[src/pkg/led_pwm_pkg.sv]
// Purpose: Shared constants and types for the four-channel LED PWM and current block
// Assumes: 8-bit register space, 100 MHz system clock
// Notes: Channel index order everywhere is blue, green, red, white (0..3)
package led_pwm_pkg;
    localparam logic [7:0] ENABLE_ADDR = 8'h00;
    localparam logic [7:0] MODE_ADDR = 8'h01;
    localparam logic [7:0] BLUE_PWM_ADDR = 8'h02;
    localparam logic [7:0] GREEN_PWM_ADDR = 8'h03;
    localparam logic [7:0] RED_PWM_ADDR = 8'h04;
    localparam logic [7:0] WHITE_PWM_ADDR = 8'h0e;
    localparam logic [7:0] BLUE_CUR_ADDR = 8'h05;
    localparam logic [7:0] GREEN_CUR_ADDR = 8'h06;
    localparam logic [7:0] RED_CUR_ADDR = 8'h06;
    localparam logic [7:0] WHITE_CUR_ADDR = 8'h07;
    localparam logic [7:0] CONFIG_ADDR = 8'h08;
    localparam logic [7:0] MAP_ADDR = 8'h70;
    localparam logic [3:0][7:0] DUTY_ADDRS = {WHITE_PWM_ADDR, RED_PWM_ADDR, GREEN_PWM_ADDR, BLUE_PWM_ADDR};
    localparam logic [3:0][7:0] CUR_ADDRS = {WHITE_CUR_ADDR, RED_CUR_ADDR, GREEN_CUR_ADDR, BLUE_CUR_ADDR};

    localparam logic [7:0] CURRENT_RESET = 8'haf;
    localparam logic [7:0] DUTY_RESET = 8'h00;
    localparam logic [7:0] CTRL_RESET = 8'h00;
    localparam logic [6:0] BUS_ADDR_RESET = 7'h30;

    localparam int LOG_EN_BIT = 7;
    localparam int CHIP_EN_BIT = 6;
    localparam int FAST_RATE_BIT = 6;
    localparam int INT_CLK_BIT = 0;
    localparam int FIRST_ENGINE_POS = 4;
    localparam int SECOND_ENGINE_POS = 2;
    localparam int THIRD_ENGINE_POS = 0;
    localparam int SELECT_WIDTH = 2;

    localparam int CLOCK_HZ = 100_000_000;
    localparam int SLOW_RATE_HZ = 256;
    localparam int FAST_RATE_HZ = 558;
    localparam int PWM_STEPS = 256;
    localparam int SLOW_DIV = CLOCK_HZ / (SLOW_RATE_HZ * PWM_STEPS);
    localparam int FAST_DIV = CLOCK_HZ / (FAST_RATE_HZ * PWM_STEPS);

    typedef enum logic [1:0] {
        MODE_OFF = 2'b00,
        MODE_LOAD = 2'b01,
        MODE_RUN = 2'b10,
        MODE_DIRECT = 2'b11
    } engine_mode_e;

    typedef enum logic [1:0] {
        SRC_OWN = 2'b00,
        SRC_ENG1 = 2'b01,
        SRC_ENG2 = 2'b10,
        SRC_ENG3 = 2'b11
    } source_e;

    typedef enum logic [3:0] {
        ST_IDLE = 4'b0000,
        ST_ADDR = 4'b0001,
        ST_ADDR_ACK = 4'b0010,
        ST_REG = 4'b0011,
        ST_REG_ACK = 4'b0100,
        ST_WRITE = 4'b0101,
        ST_WRITE_ACK = 4'b0110,
        ST_READ = 4'b0111,
        ST_READ_ACK = 4'b1000
    } bus_state_e;

    typedef struct packed {
        logic [7:0] white;
        logic [7:0] red;
        logic [7:0] green;
        logic [7:0] blue;
    } chan_bytes_s;
endpackage : led_pwm_pkg

[src/logic/channel_drive.sv]
// Purpose: Per-channel duty shaping and period compare
// Assumes: count advances once per PWM step from a shared counter
// Notes: Purely combinational; the caller registers the result
`timescale 1ns/1ns
`default_nettype none
module channel_drive
    import led_pwm_pkg::*;
#(
    parameter int WIDTH = 8
) (
    input wire logic [WIDTH-1:0] duty, // Selected duty code
    input wire logic log_scale, // Logarithmic shaping on
    input wire logic [WIDTH-1:0] count, // Shared period counter
    output logic on // Output conducts this step
);
    logic [2*WIDTH-1:0] plus_one;
    logic [2*WIDTH-1:0] square;
    logic [WIDTH-1:0] level;

    // Squared curve: (d+1)^2-1 keeps 0 at 0 and full code at full, wraps cleanly
    always_comb begin
        plus_one = {{WIDTH{1'b0}}, duty} + {{(2*WIDTH-1){1'b0}}, 1'b1};
        square = plus_one * plus_one - {{(2*WIDTH-1){1'b0}}, 1'b1};
        level = log_scale ? square[2*WIDTH-1:WIDTH] : duty;
        on = (level == {WIDTH{1'b1}}) || (count < level);
    end
endmodule : channel_drive
`default_nettype wire

[src/logic/led_channel_pwm_current_control.sv]
// Purpose: Four-channel LED PWM and sink current control behind a two-wire serial slave
// Assumes: scl and sda_in synchronous to clock; engine programs run outside this block
// Notes: engine programs run outside; their run-mode duty arrives on a port
// Contract
// Eight-bit current code, 0.1 mA steps
// Current registers reset to code 175
// Own duty register per output at its address
// Duty zero is off, all-ones always on
// Per-output source selectors in map register
// Selector 00 own register, else engine
// Direct-mode engine takes blue/green/red duty
// Duty writes act without commit
// Rate bit picks 256 or 558 Hz
// Enable bit 7 picks logarithmic scale
// Host waits, sets chip enable, waits
// Config write 01h selects internal clock
// Duty registers reset to zero
// Engine mode field four encodings
// Disabled engine drives mapped outputs dark
// Log curve monotonic, zero off, full on
// Shared eight-bit counter compared per output
`timescale 1ns/1ns
`default_nettype none
module led_channel_pwm_current_control
    import led_pwm_pkg::*;
#(
    parameter logic [6:0] BUS_ADDRESS = BUS_ADDR_RESET // Arbitrary base, low two bits from pins
) (
    input wire logic clock, // 100 MHz system clock
    input wire logic rst, // Synchronous reset, high
    input wire logic scl, // Serial bus clock
    input wire logic sda_in, // Serial data line level
    output logic sda_out, // Serial data drive value
    output logic sda_oe, // Serial data pull-low enable
    input wire logic [1:0] addr_sel, // Bus address select pins
    input wire logic external_slow_clock_in, // External 32 kHz time base
    input wire logic [2:0][7:0] engine_run_duty, // Program output per engine
    output logic [3:0] led_pwm, // PWM gate per output
    output var chan_bytes_s sink_current // Current code per output
);
    bus_state_e state_reg;
    logic [3:0] bit_cnt_reg;
    logic [7:0] shift_reg;
    logic [7:0] ptr_reg;
    logic rw_reg;
    logic nack_reg;
    logic wr_en_reg;
    logic sda_oe_reg;
    logic scl_q_reg;
    logic sda_q_reg;
    logic [7:0] rd_next;
    logic start_seen;
    logic stop_seen;
    logic scl_rise;
    logic scl_fall;
    logic [6:0] own_addr;

    logic [7:0] enable_reg;
    logic [5:0] mode_reg;
    logic [7:0] config_reg;
    logic [7:0] map_reg;
    logic [3:0][7:0] duty_reg;
    logic [3:0][7:0] current_reg;

    logic [10:0] div_cnt_reg;
    logic [10:0] div_last;
    logic use_internal;
    logic ext_meta_reg;
    logic ext_sync_reg;
    logic ext_prev_reg;
    logic tick;
    logic [7:0] pwm_count_reg;
    logic [2:0][7:0] eng_duty_reg;
    logic any_load;
    logic [3:0][7:0] sel_duty;
    logic [3:0] on_bits;
    logic [3:0] led_pwm_reg;

    localparam logic [10:0] SLOW_LAST = 11'(SLOW_DIV - 1);
    localparam logic [10:0] FAST_LAST = 11'(FAST_DIV - 1);

    function automatic engine_mode_e mode_of(input logic [5:0] m, input int e);
        logic [1:0] f;
        f = (e == 0) ? m[FIRST_ENGINE_POS +: 2] : (e == 1) ? m[SECOND_ENGINE_POS +: 2] : m[THIRD_ENGINE_POS +: 2];
        return engine_mode_e'(f);
    endfunction : mode_of

    function automatic source_e source_of(input logic [7:0] m, input int ch);
        return source_e'(m[ch*SELECT_WIDTH +: SELECT_WIDTH]);
    endfunction : source_of

    assign own_addr = {BUS_ADDRESS[6:2], addr_sel};
    assign scl_rise = !scl_q_reg && scl;
    assign scl_fall = scl_q_reg && !scl;
    assign start_seen = scl_q_reg && scl && sda_q_reg && !sda_in;
    assign stop_seen = scl_q_reg && scl && !sda_q_reg && sda_in;

    always_ff @(posedge clock) begin
        if (rst) begin
            scl_q_reg <= 1'b1;
            sda_q_reg <= 1'b1;
        end else begin
            scl_q_reg <= scl;
            sda_q_reg <= sda_in;
        end
    end

    // Bytes shift in on scl rise; the line is only changed on scl fall, or released at START or STOP
    always_ff @(posedge clock) begin
        if (rst) begin
            state_reg <= ST_IDLE;
            bit_cnt_reg <= 4'h0;
            shift_reg <= 8'h00;
            ptr_reg <= 8'h00;
            rw_reg <= 1'b0;
            nack_reg <= 1'b0;
            wr_en_reg <= 1'b0;
            sda_oe_reg <= 1'b0;
        end else begin
            wr_en_reg <= 1'b0;
            if (start_seen) begin
                state_reg <= ST_ADDR;
                bit_cnt_reg <= 4'h0;
                sda_oe_reg <= 1'b0;
            end else if (stop_seen) begin
                state_reg <= ST_IDLE;
                sda_oe_reg <= 1'b0;
            end else if (scl_rise) begin
                case (state_reg)
                    ST_ADDR, ST_REG, ST_WRITE: begin
                        shift_reg <= {shift_reg[6:0], sda_in};
                        bit_cnt_reg <= bit_cnt_reg + 4'h1;
                    end
                    ST_READ: bit_cnt_reg <= bit_cnt_reg + 4'h1;
                    ST_READ_ACK: nack_reg <= sda_in;
                    default: ;
                endcase
            end else if (scl_fall) begin
                case (state_reg)
                    ST_ADDR: if (bit_cnt_reg == 4'h8) begin
                        if (shift_reg[7:1] == own_addr) begin
                            rw_reg <= shift_reg[0];
                            sda_oe_reg <= 1'b1;
                            state_reg <= ST_ADDR_ACK;
                        end else begin
                            state_reg <= ST_IDLE;
                        end
                    end
                    ST_REG: if (bit_cnt_reg == 4'h8) begin
                        ptr_reg <= shift_reg;
                        sda_oe_reg <= 1'b1;
                        state_reg <= ST_REG_ACK;
                    end
                    ST_WRITE: if (bit_cnt_reg == 4'h8) begin
                        wr_en_reg <= 1'b1;
                        sda_oe_reg <= 1'b1;
                        state_reg <= ST_WRITE_ACK;
                    end
                    ST_REG_ACK, ST_WRITE_ACK: begin
                        if (state_reg == ST_WRITE_ACK) begin
                            ptr_reg <= ptr_reg + 8'h01;
                        end
                        sda_oe_reg <= 1'b0;
                        bit_cnt_reg <= 4'h0;
                        state_reg <= ST_WRITE;
                    end
                    ST_ADDR_ACK, ST_READ_ACK: begin
                        bit_cnt_reg <= 4'h0;
                        if (state_reg == ST_ADDR_ACK && !rw_reg) begin
                            sda_oe_reg <= 1'b0;
                            state_reg <= ST_REG;
                        end else if (state_reg == ST_READ_ACK && nack_reg) begin
                            sda_oe_reg <= 1'b0;
                            state_reg <= ST_IDLE;
                        end else begin
                            shift_reg <= rd_next;
                            sda_oe_reg <= !rd_next[7];
                            ptr_reg <= ptr_reg + 8'h01;
                            state_reg <= ST_READ;
                        end
                    end
                    ST_READ: if (bit_cnt_reg == 4'h8) begin
                        sda_oe_reg <= 1'b0;
                        state_reg <= ST_READ_ACK;
                    end else begin
                        shift_reg <= {shift_reg[6:0], 1'b0};
                        sda_oe_reg <= !shift_reg[6];
                    end
                    default: ;
                endcase
            end
        end
    end

    // Open drain: the driven value is always low, only the enable moves
    always_ff @(posedge clock) begin
        sda_out <= 1'b0;
    end
    assign sda_oe = sda_oe_reg;

    // Unmapped addresses read zero; lower channel index wins on a shared address
    always_comb begin
        rd_next = 8'h00;
        if (ptr_reg == ENABLE_ADDR) begin
            rd_next = enable_reg;
        end else if (ptr_reg == MODE_ADDR) begin
            rd_next = {2'b00, mode_reg};
        end else if (ptr_reg == CONFIG_ADDR) begin
            rd_next = config_reg;
        end else if (ptr_reg == MAP_ADDR) begin
            rd_next = map_reg;
        end else begin
            for (int i = 3; i >= 0; i--) begin
                if (ptr_reg == DUTY_ADDRS[i]) rd_next = duty_reg[i];
                if (ptr_reg == CUR_ADDRS[i]) rd_next = current_reg[i];
            end
        end
    end

    always_ff @(posedge clock) begin
        if (rst) begin
            enable_reg <= CTRL_RESET;
            mode_reg <= 6'h00;
            config_reg <= CTRL_RESET;
            map_reg <= CTRL_RESET;
        end else if (wr_en_reg) begin
            if (ptr_reg == ENABLE_ADDR) enable_reg <= shift_reg;
            if (ptr_reg == MODE_ADDR) mode_reg <= shift_reg[5:0];
            if (ptr_reg == CONFIG_ADDR) begin
                config_reg <= shift_reg & 8'h41;
            end
            if (ptr_reg == MAP_ADDR) map_reg <= shift_reg;
        end
    end

    // A write lands in the duty register and reaches the compare next cycle
    always_ff @(posedge clock) begin
        for (int i = 0; i < 4; i++) begin
            if (rst) begin
                duty_reg[i] <= DUTY_RESET;
                current_reg[i] <= CURRENT_RESET;
            end else if (wr_en_reg) begin
                if (ptr_reg == DUTY_ADDRS[i]) duty_reg[i] <= shift_reg;
                if (ptr_reg == CUR_ADDRS[i]) current_reg[i] <= shift_reg;
            end
        end
    end
    assign sink_current = chan_bytes_s'(current_reg);

    // The fast rate cannot be reached from the slow external clock, so it always uses the divider
    assign use_internal = config_reg[INT_CLK_BIT] || config_reg[FAST_RATE_BIT];
    assign div_last = config_reg[FAST_RATE_BIT] ? FAST_LAST : SLOW_LAST;
    assign tick = use_internal ? (div_cnt_reg >= div_last) : (ext_sync_reg != ext_prev_reg);

    always_ff @(posedge clock) begin
        if (rst) begin
            ext_meta_reg <= 1'b0;
            ext_sync_reg <= 1'b0;
            ext_prev_reg <= 1'b0;
        end else begin
            ext_meta_reg <= external_slow_clock_in;
            ext_sync_reg <= ext_meta_reg;
            ext_prev_reg <= ext_sync_reg;
        end
    end

    always_ff @(posedge clock) begin
        if (rst || !use_internal || div_cnt_reg >= div_last) begin
            div_cnt_reg <= 11'h000;
        end else begin
            div_cnt_reg <= div_cnt_reg + 11'h001;
        end
    end

    always_ff @(posedge clock) begin
        if (rst) begin
            pwm_count_reg <= 8'h00;
        end else if (tick) begin
            pwm_count_reg <= pwm_count_reg + 8'h01;
        end
    end

    // Any engine loading freezes itself and every running engine; off and direct engines still update
    always_comb begin
        any_load = 1'b0;
        for (int e = 0; e < 3; e++) begin
            if (mode_of(mode_reg, e) == MODE_LOAD) any_load = 1'b1;
        end
    end

    for (genvar e = 0; e < 3; e++) begin : g_engine
        always_ff @(posedge clock) begin
            if (rst) begin
                eng_duty_reg[e] <= DUTY_RESET;
            end else begin
                case (mode_of(mode_reg, e))
                    MODE_OFF: eng_duty_reg[e] <= DUTY_RESET;
                    MODE_LOAD: eng_duty_reg[e] <= eng_duty_reg[e];
                    MODE_RUN: if (!any_load) eng_duty_reg[e] <= engine_run_duty[e];
                    MODE_DIRECT: eng_duty_reg[e] <= duty_reg[e];
                    default: eng_duty_reg[e] <= DUTY_RESET;
                endcase
            end
        end
    end

    for (genvar c = 0; c < 4; c++) begin : g_channel
        always_comb begin
            case (source_of(map_reg, c))
                SRC_OWN: sel_duty[c] = duty_reg[c];
                SRC_ENG1: sel_duty[c] = eng_duty_reg[0];
                SRC_ENG2: sel_duty[c] = eng_duty_reg[1];
                default: sel_duty[c] = eng_duty_reg[2];
            endcase
        end
        channel_drive #(.WIDTH(8)) u_drive (
            .duty(sel_duty[c]),
            .log_scale(enable_reg[LOG_EN_BIT]),
            .count(pwm_count_reg),
            .on(on_bits[c])
        );
    end

    // Chip enable low keeps every sink dark whatever the duty
    always_ff @(posedge clock) begin
        if (rst) begin
            led_pwm_reg <= 4'h0;
        end else begin
            led_pwm_reg <= on_bits & {4{enable_reg[CHIP_EN_BIT]}};
        end
    end
    assign led_pwm = led_pwm_reg;

    a_current_reset: assert property (@(posedge clock) $past(rst) |-> current_reg == {4{CURRENT_RESET}})
        else $error("current code not at reset value");
    a_duty_reset: assert property (@(posedge clock) $past(rst) |-> duty_reg == 32'h0)
        else $error("duty register not cleared by reset");
    a_duty_zero_off: assert property (@(posedge clock) disable iff (rst)
        $past(map_reg[1:0] == 2'b00 && duty_reg[0] == 8'h00) |-> !led_pwm[0])
        else $error("blue lit with zero duty");
    a_duty_full_on: assert property (@(posedge clock) disable iff (rst)
        $past(enable_reg[CHIP_EN_BIT] && map_reg[1:0] == 2'b00 && duty_reg[0] == 8'hff) |-> led_pwm[0])
        else $error("blue dark with full duty");
    a_engine_off_dark: assert property (@(posedge clock) disable iff (rst)
        (map_reg[3:2] == 2'b10 && mode_reg[3:2] == 2'b00) [*3] |-> !led_pwm[1])
        else $error("green lit from disabled engine");
    a_direct_follow: assert property (@(posedge clock) disable iff (rst)
        $past(mode_reg[5:4] == 2'b11) |-> eng_duty_reg[0] == $past(duty_reg[0]))
        else $error("direct engine ignores blue duty");
    a_duty_write: assert property (@(posedge clock) disable iff (rst)
        wr_en_reg && ptr_reg == BLUE_PWM_ADDR |=> duty_reg[0] == $past(shift_reg))
        else $error("blue duty write lost");
    a_map_write: assert property (@(posedge clock) disable iff (rst)
        wr_en_reg && ptr_reg == MAP_ADDR |=> map_reg == $past(shift_reg))
        else $error("map write lost");
    a_rate_slow: assert property (@(posedge clock) disable iff (rst)
        config_reg == 8'h01 && div_cnt_reg == SLOW_LAST |=> pwm_count_reg == $past(pwm_count_reg) + 8'h01)
        else $error("slow rate step missing");
    a_clock_select: assert property (@(posedge clock) disable iff (rst)
        wr_en_reg && ptr_reg == CONFIG_ADDR && shift_reg == 8'h01 |=> use_internal)
        else $error("internal clock not selected");

    c_full_duty: cover property (@(posedge clock) disable iff (rst) duty_reg[0] == 8'hff && led_pwm[0]);
    c_engine_direct: cover property (@(posedge clock) disable iff (rst) mode_reg[5:4] == 2'b11 && map_reg == 8'h79);
    c_read_byte: cover property (@(posedge clock) disable iff (rst) state_reg == ST_READ_ACK);
endmodule : led_channel_pwm_current_control
`default_nettype wire

[config.mk]
export PLATFORM = sky130hd
export DESIGN_NAME = led_channel_pwm_current_control
export DESIGN_NICKNAME = d
export VERILOG_FILES = /design/src/pkg/led_pwm_pkg.sv /design/src/logic/channel_drive.sv /design/src/logic/led_channel_pwm_current_control.sv
export SDC_FILE = /design/constraint.sdc
export NUM_CORES = 1
export LEC_CHECK = 0
export BUFFER_PORTS_ARGS = -buffer_cell sky130_fd_sc_hd__buf_2
export CORE_MARGIN = 5
export CORE_UTILIZATION = 59
export CTS_CLUSTER_DIAMETER = 30
export DETAILED_ROUTE_END_ITERATION = 7
export GPL_TIMING_DRIVEN = 0
export PLACE_DENSITY = 0.8
export SLEW_MARGIN = 20
export SYNTH_ARGS = -nofsm -noshare
export SYNTH_HDL_FRONTEND = slang
export SYNTH_SLANG_ARGS = --single-unit
[constraint.sdc]
create_clock -name clock -period 6.9 [get_ports clock]
set_input_delay 1.035 -clock clock [delete_from_list [all_inputs] [get_ports clock]]
set_output_delay 1.035 -clock clock [all_outputs]
set_load 0.03 [all_outputs]
======== Word-level counts from Yosys, hierarchy flattened ========
Index checks and enable logic that the tools add are counted.
cells by class
  add/sub/neg operators ................... 12
  multiply operators ...................... 4
  magnitude comparators ................... 5
  equal/unequal tests ..................... 64
  multiplexer cells ....................... 66
  bitwise operators ....................... 9
  reductions and logical operators ........ 71
operator list
  kind                                                                    count
  8-bit 2-to-1 mux                                                        28
  8-bit case mux with 3 select lines                                      8
  16-bit by 16-bit multiplier with 16-bit output                          4
  16-bit by 1-bit subtractor with 16-bit output (second input constant)   4
  8-bit by 1-bit adder with 9-bit output (second input constant)          4
  8-bit by 3-bit equality test with 1-bit output (second input constant)  4
  8-bit equality test (second input constant)                             4
  8-bit < comparator                                                      4
  4-bit 2-to-1 mux                                                        8
  2-bit AND reduction                                                     14
  2-bit inequality test (second input constant)                           12
  4-bit case mux with 6 select lines                                      1
  7-bit AND reduction                                                     3
  2-bit equality test (second input constant)                             10
  8-bit by 1-bit adder with 8-bit output (second input constant)          2
  4-bit by 3-bit equality test with 1-bit output (second input constant)  4
  8-bit by 2-bit equality test with 1-bit output (second input constant)  2
  8-bit by 4-bit equality test with 1-bit output (second input constant)  2
  4-bit inequality test (second input constant)                           4
  8-bit case mux with 2 select lines                                      1
  1-bit 2-to-1 mux                                                        15
  2-bit by 1-bit equality test with 1-bit output (second input constant)  7
  2-bit logical NOT                                                       7
  3-bit inequality test (second input constant)                           4
  34 further kinds                                                        75
storage, ports and cells
  flip-flop bits (word level) ............. 160
  output and inout port bits .............. 38
  word-level logic and storage cells ...... 262

======== Longest topological paths before layout ========
Gate-level depths: netlist (run 1).
  word-level depth ........................ 17
  mapped depth ............................ 32
  mapped depth without buffers ............ 32

======== Cells and area by module ========
A second synthesis (run 1) with hierarchy kept.
unflattened totals
  cells, all modules ...................... 2338
  area, all modules ....................... 19759.0 µm²
modules (own cells, without submodules)
  module                                instances  cells an instance  area an instance (µm²)  seq. area each (µm²)
  led_channel_pwm_current_control       1          1126               9389.0                  3203.1
  channel_drive (g_channel[2].u_drive)  1          307                2641.3                  0.0
  channel_drive (g_channel[1].u_drive)  1          314                2636.3                  0.0
  channel_drive (g_channel[0].u_drive)  1          303                2595.0                  0.0
  channel_drive (g_channel[3].u_drive)  1          288                2497.4                  0.0

======== Worst setup path before layout (run 1) ========
Ideal clock, no wire load.
  path type ............................... flip-flop to flip-flop
  start point ............................. register map_reg[0]
  end point ............................... register led_pwm_reg[0] (netlist: led_pwm[0])
  arrival ................................. 7.540 ns
  data required time ...................... 6.826 ns
  setup slack ............................. -0.714 ns
  stages on the path, launching flop included .. 28
  period minus slack after synthesis ...... 7.614 ns
  cells stage by stage .................... dfxtp_1 > buf_2 > mux4_2 > and2_1 > nor2b_1 > xor2_1 > nand2_1 > fa_1 > inv_1 > fa_1 > fa_1 > fa_1 > inv_1 > fa_1 > inv_1 > ha_1 > a2111o_1 > or2_2 > o221a_2 > a31o_2 > nor2_1 > xnor2_1 > mux2i_1 > ha_1 > a21o_1 > a221o_1 > a211o_1 > o21ai_0
on the way
  cells in the longest elaborated chain, start to end .. 9
ends and longest elaborated chain
  what                                                       line                                    source
  start, declared                                            led_channel_pwm_current_control.sv:61   logic [7:0] map_reg;
  start signal, assigned                                     led_channel_pwm_current_control.sv:232  if (ptr_reg == MAP_ADDR) map_reg <= shift_reg;
  2-bit equality test, or another cell as far along          led_channel_pwm_current_control.sv:309  case (source_of(map_reg, c))
  8-bit case mux with 3 select lines *                       led_channel_pwm_current_control.sv:309
  8-bit by 1-bit adder with 9-bit output                     channel_drive.sv:22                     plus_one = {{WIDTH{1'b0}}, duty} + {{(2*WIDTH-1){1'b0}}, 1'b1};
  16-bit by 16-bit multiplier with 16-bit output             channel_drive.sv:23                     square = plus_one * plus_one - {{(2*WIDTH-1){1'b0}}, 1'b1};
  16-bit by 1-bit subtractor with 16-bit output              channel_drive.sv:23
  8-bit 2-to-1 mux *                                         channel_drive.sv:24                     level = log_scale ? square[2*WIDTH-1:WIDTH] : duty;
  8-bit < comparator or 8-bit equality test (tied branches)  channel_drive.sv:25                     on = (level == {WIDTH{1'b1}}) || (count < level);
  1-bit logical OR *                                         channel_drive.sv:25
  4-bit bitwise AND *                                        led_channel_pwm_current_control.sv:329  led_pwm_reg <= on_bits & {4{enable_reg[CHIP_EN_BIT]}};
  end signal, assigned                                       led_channel_pwm_current_control.sv:329
  end, declared                                              led_channel_pwm_current_control.sv:77   logic [3:0] led_pwm_reg;
Mark *: on every way between the ends. The rest lies on a longest branch, timed or not.
A chain may end at the register's enable or synchronous reset.

======== Final worst setup path (run 1) ========
  start point ............................. register map_reg[6]
  end point ............................... register led_pwm_reg[3] (netlist: led_pwm[3])
Same word-level chain as after synthesis.

==> summary.md, run 1 <==
| Metric | Value |
|---|---|
| Rel. slew slack | 0.296 |
| Vias | 17.9k |
| Clk_skew | 14.9 ps |
| Post-synthesis simple-gate area fraction | 0.189 |
| Multiplexer area fraction after synthesis | 0.0659 |
| Largest net degree at the start of global routing | 18 |
| Register-to-register path setup slack | -450 ps |
| P per Cell Area | 97.9 mW/mm^2 |
| Max-slew violations | 0 |
| Pre-Repair DR Iteration Count | 6 |
| Dpl hpwl | 43,100 um |
| Initial Util | 0.598 |
| Yosys reg bits | 160 |
| Synthesized area | around 0.019 sq mm |
| DRT Wirelength | 58,500 um |
| Crit start category | flop |
| Worst r2r dst | led_pwm[3] |
| XOR/XNOR share of the synthesized area | 0.0384 |
| Worst IR Drop VDD | around 0.00018 V |
| Worst Hold Slack | 445 ps |
| Final worst slack | -450 ps |
| Total CTS buffers | 17 |
| Hold Path Cell Cnt | 1 |
| DR WL/cell | 20.3 um |
| Final setup viols | 4 |
| # nets final | 2,866 |
| Top post-synthesis cells by count | 311 x inv_1, 251 x nand2_1, 203 x ha_1 |
| Largest family of logic cells by synthesized area | adder cells |
| Slowest cell on crit path | mux4_2 |
| Most frequent cell after synthesis | inv_1 |
| WP data required | 7280 ps |
| Fin crit period | 7350 ps |
| DRT antenna net count | 0 |
| TritonCTS clock tree | done |
| RSZ-0062 raised after global routing | true |
| Most frequent CP cell | fa_1 |
| CTS max path bufs | 2 |
| Synth top area cells | fa_1 18%, dfxtp_1 17%, ha_1 13% |
| Design area | around 0.022 sq mm |
| Worst-margin pin slew | 1050 ps |
| Post-synth top flop | dfxtp_1 |
| Placed Area | 0.0202 sq mm |
| Max reg flops | 32 |
| Failing checks | negative setup slack |
| Unique masters post-synth | 89 |
| All-Layer GR Usage | 0.321 |
| Asr flop ratio synth | 0 |
| Grt total ovfl | 0 |
| Initial antenna violation count | 0 |
| Hold Path Origin | ext_meta_reg |
| Leakage power | 9.76 nW |
| Die Wd | around 190 um |
| Hold_buf cts | 0 |
| Clock Tree Root | clkbuf_16 |
| Top cell type's share of synthesized area | 0.178 |
| Critical setup path kind | flop to flop |
| Register area share after synthesis | 0.169 |
| Htree depth | 4 |
| Arrival @ worst endpoint | 7730 ps |
| Hold Crit Endpoint | ext_sync_reg |
| Synth warn | 0 |
| Die height | about 190 um |
| Routability cong. | 1.01 |
| Peak Freq | 0.136 GHz |
| Fraction of layout cells with a size suffix above 1 | 0.179 |
| EDFF count, synth | 0 |
| Clk sink count | 160 |
| Status | complete, but fails checks |
| Fin crit share | 1.07 |
| Initial DRC Count | 1,819 |
| Adder-Cell Fraction of Synth Area | 0.312 |
| Buf+Inv Stages, Crit Path | 3 |
| Max_cap viols | 0 |
| First-pass GRT wire length | 93,100 um |
| DR vias/cell | 6.23 |
| Compound-cell area share of the yosys netlist | 0.141 |
| Area growth from synthesis to final layout | 17.5% |
| Reg-to-Reg Start | map_reg[6] |
| Vias in the first global route | approximately 18k |
| Nature of the critical path endpoint | flop |
| Mapped Cells | 2,262 |
| Worst Path Max Fanout | 8 |
| Port Buf Inserts | 67 |
| Crit path largest cell delay | 630 ps |
| Register-to-Register Path Depth | 27 |
| Hold Crit Class | flop to flop |
| CP delay by family, top | adder cells |
| Latest clock arrival within the worst-skew pair | 440 ps |
| Post-route DRC | 0 |
| Synth area leader | fa_1 |
| Placeable core region | 0.0316 sq mm |
| Post-Syn Area per Cell | between 8 and 9 sq um |
| N_diodes | 0 |
| Die area | approximately 0.036 sq mm |
| IO Pins | 69 |
| CTS clk-pin slew, worst paths | 70 ps |
| Site Rows | 65 |
| Final Hold Vio Count | 0 |
placed cells by master, fill, tap and decap left out, drive strengths merged, types with 18 or more instances in the layout:
master and n:
clkbuf 95, and3 23, mux4 29, fa 168
inv 321, nor3 38, a21oi 152, a21o 18
and2 27, dfxtp 160, xnor2 51, mux2 31
ha 203, nand3 121, buf 176, nor2 126
mux2i 23, nand2b 33, conb 29, xor2 32
nor2b 22, nand2 252, o21ai 74
worst register-to-register path, cell delays in order (launching register included):
cell and delay, ps:
dfxtp_4 390, buf_12 150, mux4_2 630, ha_4 240
buf_6 130, xor2_4 190, nand2_2 100, fa_1 560
inv_1 50, fa_1 470, fa_1 560, fa_1 440
fa_1 570, ha_4 220, a21o_1 230, a2111oi_4 380
a22oi_2 120, a211o_1 320, a21oi_2 140, xnor2_1 130
mux2i_1 130, ha_1 380, a21oi_2 120, nand2_1 60
a21oi_1 130, o21ai_1 90, a211oi_2 220, a31o_2 150
cells by family after synthesis:
group                    count (synthesis)
AO/OA/AOI/OAI                          411
XOR/XNOR                                83
other                                    2
multiplexers                            83
flip-flops                             160
AND/OR/NAND/NOR                        739
adder cells (fa/ha/maj)                371
buffers and inverters                  413
routing by layer:
metal	GRT usage	up-vias	wire, um
li1	-	8078	-
met1	0.421	8596	23300
met2	0.522	1022	27100
met3	0.0596	228	5340
met4	0.142	0	2830
met5	0	-	0
worst max path at each step:
stage	start	end	slack (ps)	cells past startpoint
final	map_reg[6]	led_pwm[3]	-450	27
after global routing	map_reg[6]	led_pwm[3]	-720	29
after CTS	map_reg[6]	led_pwm[3]	-330	29
after detailed placement	map_reg[7]	led_pwm[3]	-890	27
after global placement	map_reg[7]	led_pwm[3]	-720	27
after floorplan	map_reg[0]	led_pwm[0]	-140	27
through the flow:
step	utilization	setup TNS, ps	setup WS, ps	cells	total power, W
2_1_floorplan	-	-144	-136	2289	0.00117
3_3_place_gp	0.638	-2600	-718	2758	0.00124
5_1_grt	0.703	-1970	-718	2879	0.00225
6_report	0.703	-1130	-450	2879	0.00218
4_1_cts	0.695	-1030	-331	2865	0.00216
3_5_place_dp	0.639	-3250	-891	2758	0.00125
timing repair:
item,4_1_cts,5_1_grt
endpoints found under the setup margin,4,4
gates resized for setup,117,37
setup buffers,75,14
pin swaps,78,27
gates cloned,1,0
cell type report:
cell class                      count  area, sq um
Multi-Input combinational cell   1716        15300
Fill cell                        2289         9390
Sequential cell                   160         3220
Inverter                          315         1180
Timing Repair Buffer              156         1020
Tap cell                          402          503
Buffer                             98          490
Clock buffer                       17          425
Clock inverter                     15          145
power breakdown:
| group | switching [W] | total [W] | internal [W] |
|---|---|---|---|
| Sequential | 0.00000508 | 0.000931 | 0.000926 |
| Clock | 0.000452 | 0.000933 | 0.000481 |
| Combinational | 0.000186 | 0.000313 | 0.000128 |
No activity file was read; power rests on OpenSTA's default activity.
==> run 2: changes to the inputs <==
--- a/config.mk
+++ b/config.mk
@@ -11,7 +11,7 @@
 export CTS_CLUSTER_DIAMETER = 30
 export DETAILED_ROUTE_END_ITERATION = 7
 export GPL_TIMING_DRIVEN = 0
-export PLACE_DENSITY = 0.8
+export PLACE_DENSITY = 0.82
 export SLEW_MARGIN = 20
 export SYNTH_ARGS = -nofsm -noshare
 export SYNTH_HDL_FRONTEND = slang
==> run 2 against run 1 <==
  * The run still ends with negative setup slack left
  * Final cell count grew 0.21%
  * Clock power grew 4.3%
  * Global-route usage increased by 0.55 points
  * Non-clock buffer count up 5
  * Wire length grew 2.0%
  * Combinational power hardly changed
  * Register-to-register slack improved by 20 ps
  * Critical path depth rose by 1
  * First-iteration DRC count rose by 22%
  * Via count up 1.6%
  * Design area is 0.39% higher
==> summary.md, run 2 (synthesis gave the netlist of run 1 again) <==
| Metric | Value |
|---|---|
| Status | complete, but fails checks |
| Failing checks | negative setup slack |
| Clk sink count | 160 (unchanged) |
| DR WL met2 | 27,400 um (+1.3%) |
| Nature of the critical path endpoint | flop |
| Hold Path Cell Cnt | 1 (unchanged) |
| CTS clk-pin slew, worst paths | 60 ps (about the same) |
| Worst IR Drop VDD | 0.000166 V (-7.0%) |
| Die Wd | 189 um (unchanged) |
| Site Rows | 65 (unchanged) |
| Seq pwr share | 0.420 (-0.008) |
| Max-slew violations | 0 (unchanged) |
| Clk_skew | 9.91 ps (-4.97 ps) |
| DRT antenna net count | 0 (unchanged) |
| First-pass GRT wire length | 94,800 um (+1.8%) |
| Die area | 0.0358 sq mm (unchanged) |
| Area growth from synthesis to final layout | 18.0% |
| Max reg flops | 32 (unchanged) |
| Hold Crit Class | flop to flop |
| Register-to-register path setup slack | -430 ps (+20 ps) |
| DR WL/cell | 20.7 um (+1.8%) |
| Design area | 0.0223 sq mm (+0.39%) |
| Rel. slew slack | 0.259 (-0.0364) |
| Worst r2r dst | led_pwm[3] |
| Initial DRC Count | 2,219 (+22%) |
| RSZ-0062 raised after global routing | true |
| Most frequent CP cell | fa_1 |
| All-Layer GR Usage | 0.327 (+0.00550) |
| Cell Count, Final, Fillers Out | 2,885 (+0.21%) |
| Initial antenna violation count | 1 (+1) |
| Fin crit period | 7330 ps (-23.2 ps) |
| Grt total ovfl | 0 (unchanged) |
| Register area | 0.00322 sq mm (about the same) |
| Post-route DRC | 0 (unchanged) |
| Switching portion of total power | 0.268 (-0.0270) |
| Fin crit share | 1.06 (-0.00337) |
| Fraction of layout cells with a size suffix above 1 | 0.178 (-0.000691) |
| Total CTS buffers | 17 (unchanged) |
| Comb pwr share | 0.142 (-0.002) |
| Worst Path Max Fanout | 6 (-2) |
| Placeable core region | 0.0316 sq mm (unchanged) |
| Hold_buf cts | 0 (unchanged) |
| Clk network pwr share | 0.438 (+0.009) |
| Int Pwr | 0.00163 W (+5.9%) |
| Hold Path Origin | ext_meta_reg |
| Leakage power | 9.79 nW (+0.38%) |
| Final worst slack | -427 ps (+23.2 ps) |
| Dpl cells | 2,758 (unchanged) |
| Worst-margin pin slew | 1100 ps (+51.5 ps) |
| DRT Wirelength | 59,700 um (+2.0%) |
| Final core utilization | 0.706 (+0.00277) |
| WP data required | 7280 ps (about the same) |
| IO Pins | 69 (unchanged) |
| Pre-Repair DR Iteration Count | 6 (unchanged) |
| Net switching power | 0.000596 W (-7.3%) |
| Buf+Inv Stages, Crit Path | 5 (+2) |
| Slowest cell on crit path | mux4_2 |
| Wl on met1 | 22,100 um (-4.9%) |
| Max_cap viols | 0 (unchanged) |
| CP delay by family, top | adder cells |
| Critical setup path kind | flop to flop |
| Arrival @ worst endpoint | 7700 ps (-30 ps) |
| Initial Util | 0.598 (unchanged) |
| P per Cell Area | 99.5 mW/mm^2 (+1.6%) |
| DR top layer | met4 |
| # nets final | 2,871 (+0.17%) |
| Die height | 189 um (unchanged) |
| Dpl hpwl | 43,100 um (about the same) |
| Area occupied by multi-input gates | 0.0153 sq mm (about the same) |
| TritonCTS clock tree | done |
| Crit start category | flop |
| CTS max path bufs | 2 (unchanged) |
| Final Hold Vio Count | 0 (unchanged) |
| Crit path largest cell delay | 640 ps (about the same) |
| Wire length on met3 | 6200 um (+16%) |
| Port Buf Inserts | 67 (unchanged) |
| Register-to-Register Path Depth | 28 (+3.7%) |
| Number of fill cells | 2,280 (-0.39%) |
| Placed Area | 0.0202 sq mm (about the same) |
| Vias | 18.2k (+1.6%) |
| Latest clock arrival within the worst-skew pair | 430 ps (about the same) |
| Routability cong. | 1.02 (+1.3%) |
| Final setup viols | 4 (unchanged) |
| Clock Tree Root | clkbuf_16 |
| Htree depth | 4 (unchanged) |
| Largest net degree at the start of global routing | 17 (-1) |
| Most frequent cells in the layout | 305 x inv_1, 237 x nand2_1, 186 x ha_1, 164 x fa_1, 150 x dfxtp_1 |
| DP Worst Slack | -818 ps (+73.2 ps) |
| DR vias/cell | 6.31 (+1.4%) |
| Hold Crit Endpoint | ext_sync_reg |
| Reg-to-Reg Start | map_reg[6] |
| Commonest non-fill, non-tap cell in the layout | inv_1 |
| Vias in the first global route | 18.5k (+3.9%) |
| Peak Freq | 0.136 GHz (+0.32%) |
[run 2: worst max path at each step]
| stage | end | slack [ps] | cells after the start | start |
|---|---|---|---|---|
| after floorplan | led_pwm[0] | -140 | 27 | map_reg[0] |
| after global routing | led_pwm[3] | -670 | 28 | map_reg[6] |
| after CTS | led_pwm[3] | -310 | 28 | map_reg[6] |
| final | led_pwm[3] | -430 | 28 | map_reg[6] |
| after detailed placement | led_pwm[0] | -820 | 29 | map_reg[1] |
| after global placement | led_pwm[0] | -720 | 29 | map_reg[1] |
[run 2: worst register-to-register path: cells and delay by family, from the launching register on]
family	cells	cell delay, ps
fa+ha+maj	7	3170
flops	1	370
simple gates	3	410
xor+xnor	2	410
compound gates	9	1700
mux	2	760
buf+inv	5	480
[run 2: through the flow]
step                      TNS [ps]  total power [W]  hold slack, ps
after floorplan               -144          0.00117             414
after global placement       -2520          0.00124             417
after detailed placement     -3200          0.00125             439
after CTS                    -1030          0.00221             448
after global routing         -2210          0.00229             477
final                        -1350          0.00222             444
[run 2: power by group through the flow]
stage | clock network [W] | registers [W] | logic, W
2_1_floorplan | 0 | 0.000953 | 0.000218
3_3_place_gp | 0 | 0.000954 | 0.000284
3_5_place_dp | 0 | 0.000954 | 0.000295
4_1_cts | 0.000972 | 0.000932 | 0.000303
5_1_grt | 0.00101 | 0.000932 | 0.000347
6_report | 0.000973 | 0.000932 | 0.000316
[run 2: cell type report]
class,instances,area share
Buffer,98,0.0221
Tap cell,402,0.0225
Antenna cell,2,0.000224
Sequential cell,160,0.144
Inverter,315,0.0529
Multi-Input combinational cell,1716,0.683
Clock buffer,19,0.0194
Timing Repair Buffer,161,0.0482
Clock inverter,12,0.00717
[run 2: what timing repair did]
action | 4_1_cts | 5_1_grt
endpoints found under the hold margin | 0 | 0
cloned | 2 | 0
pin swaps | 68 | 39
setup endpoints to repair | 4 | 4
gates resized for setup | 112 | 39
buffers inserted | 74 | 18
[run 2: metal layers]
metal | GRT usage | vias to the layer above
li1 | - | 8090
met1 | 0.408 | 8645
met2 | 0.535 | 1162
met3 | 0.0693 | 308
met4 | 0.168 | 0
met5 | 0 | -
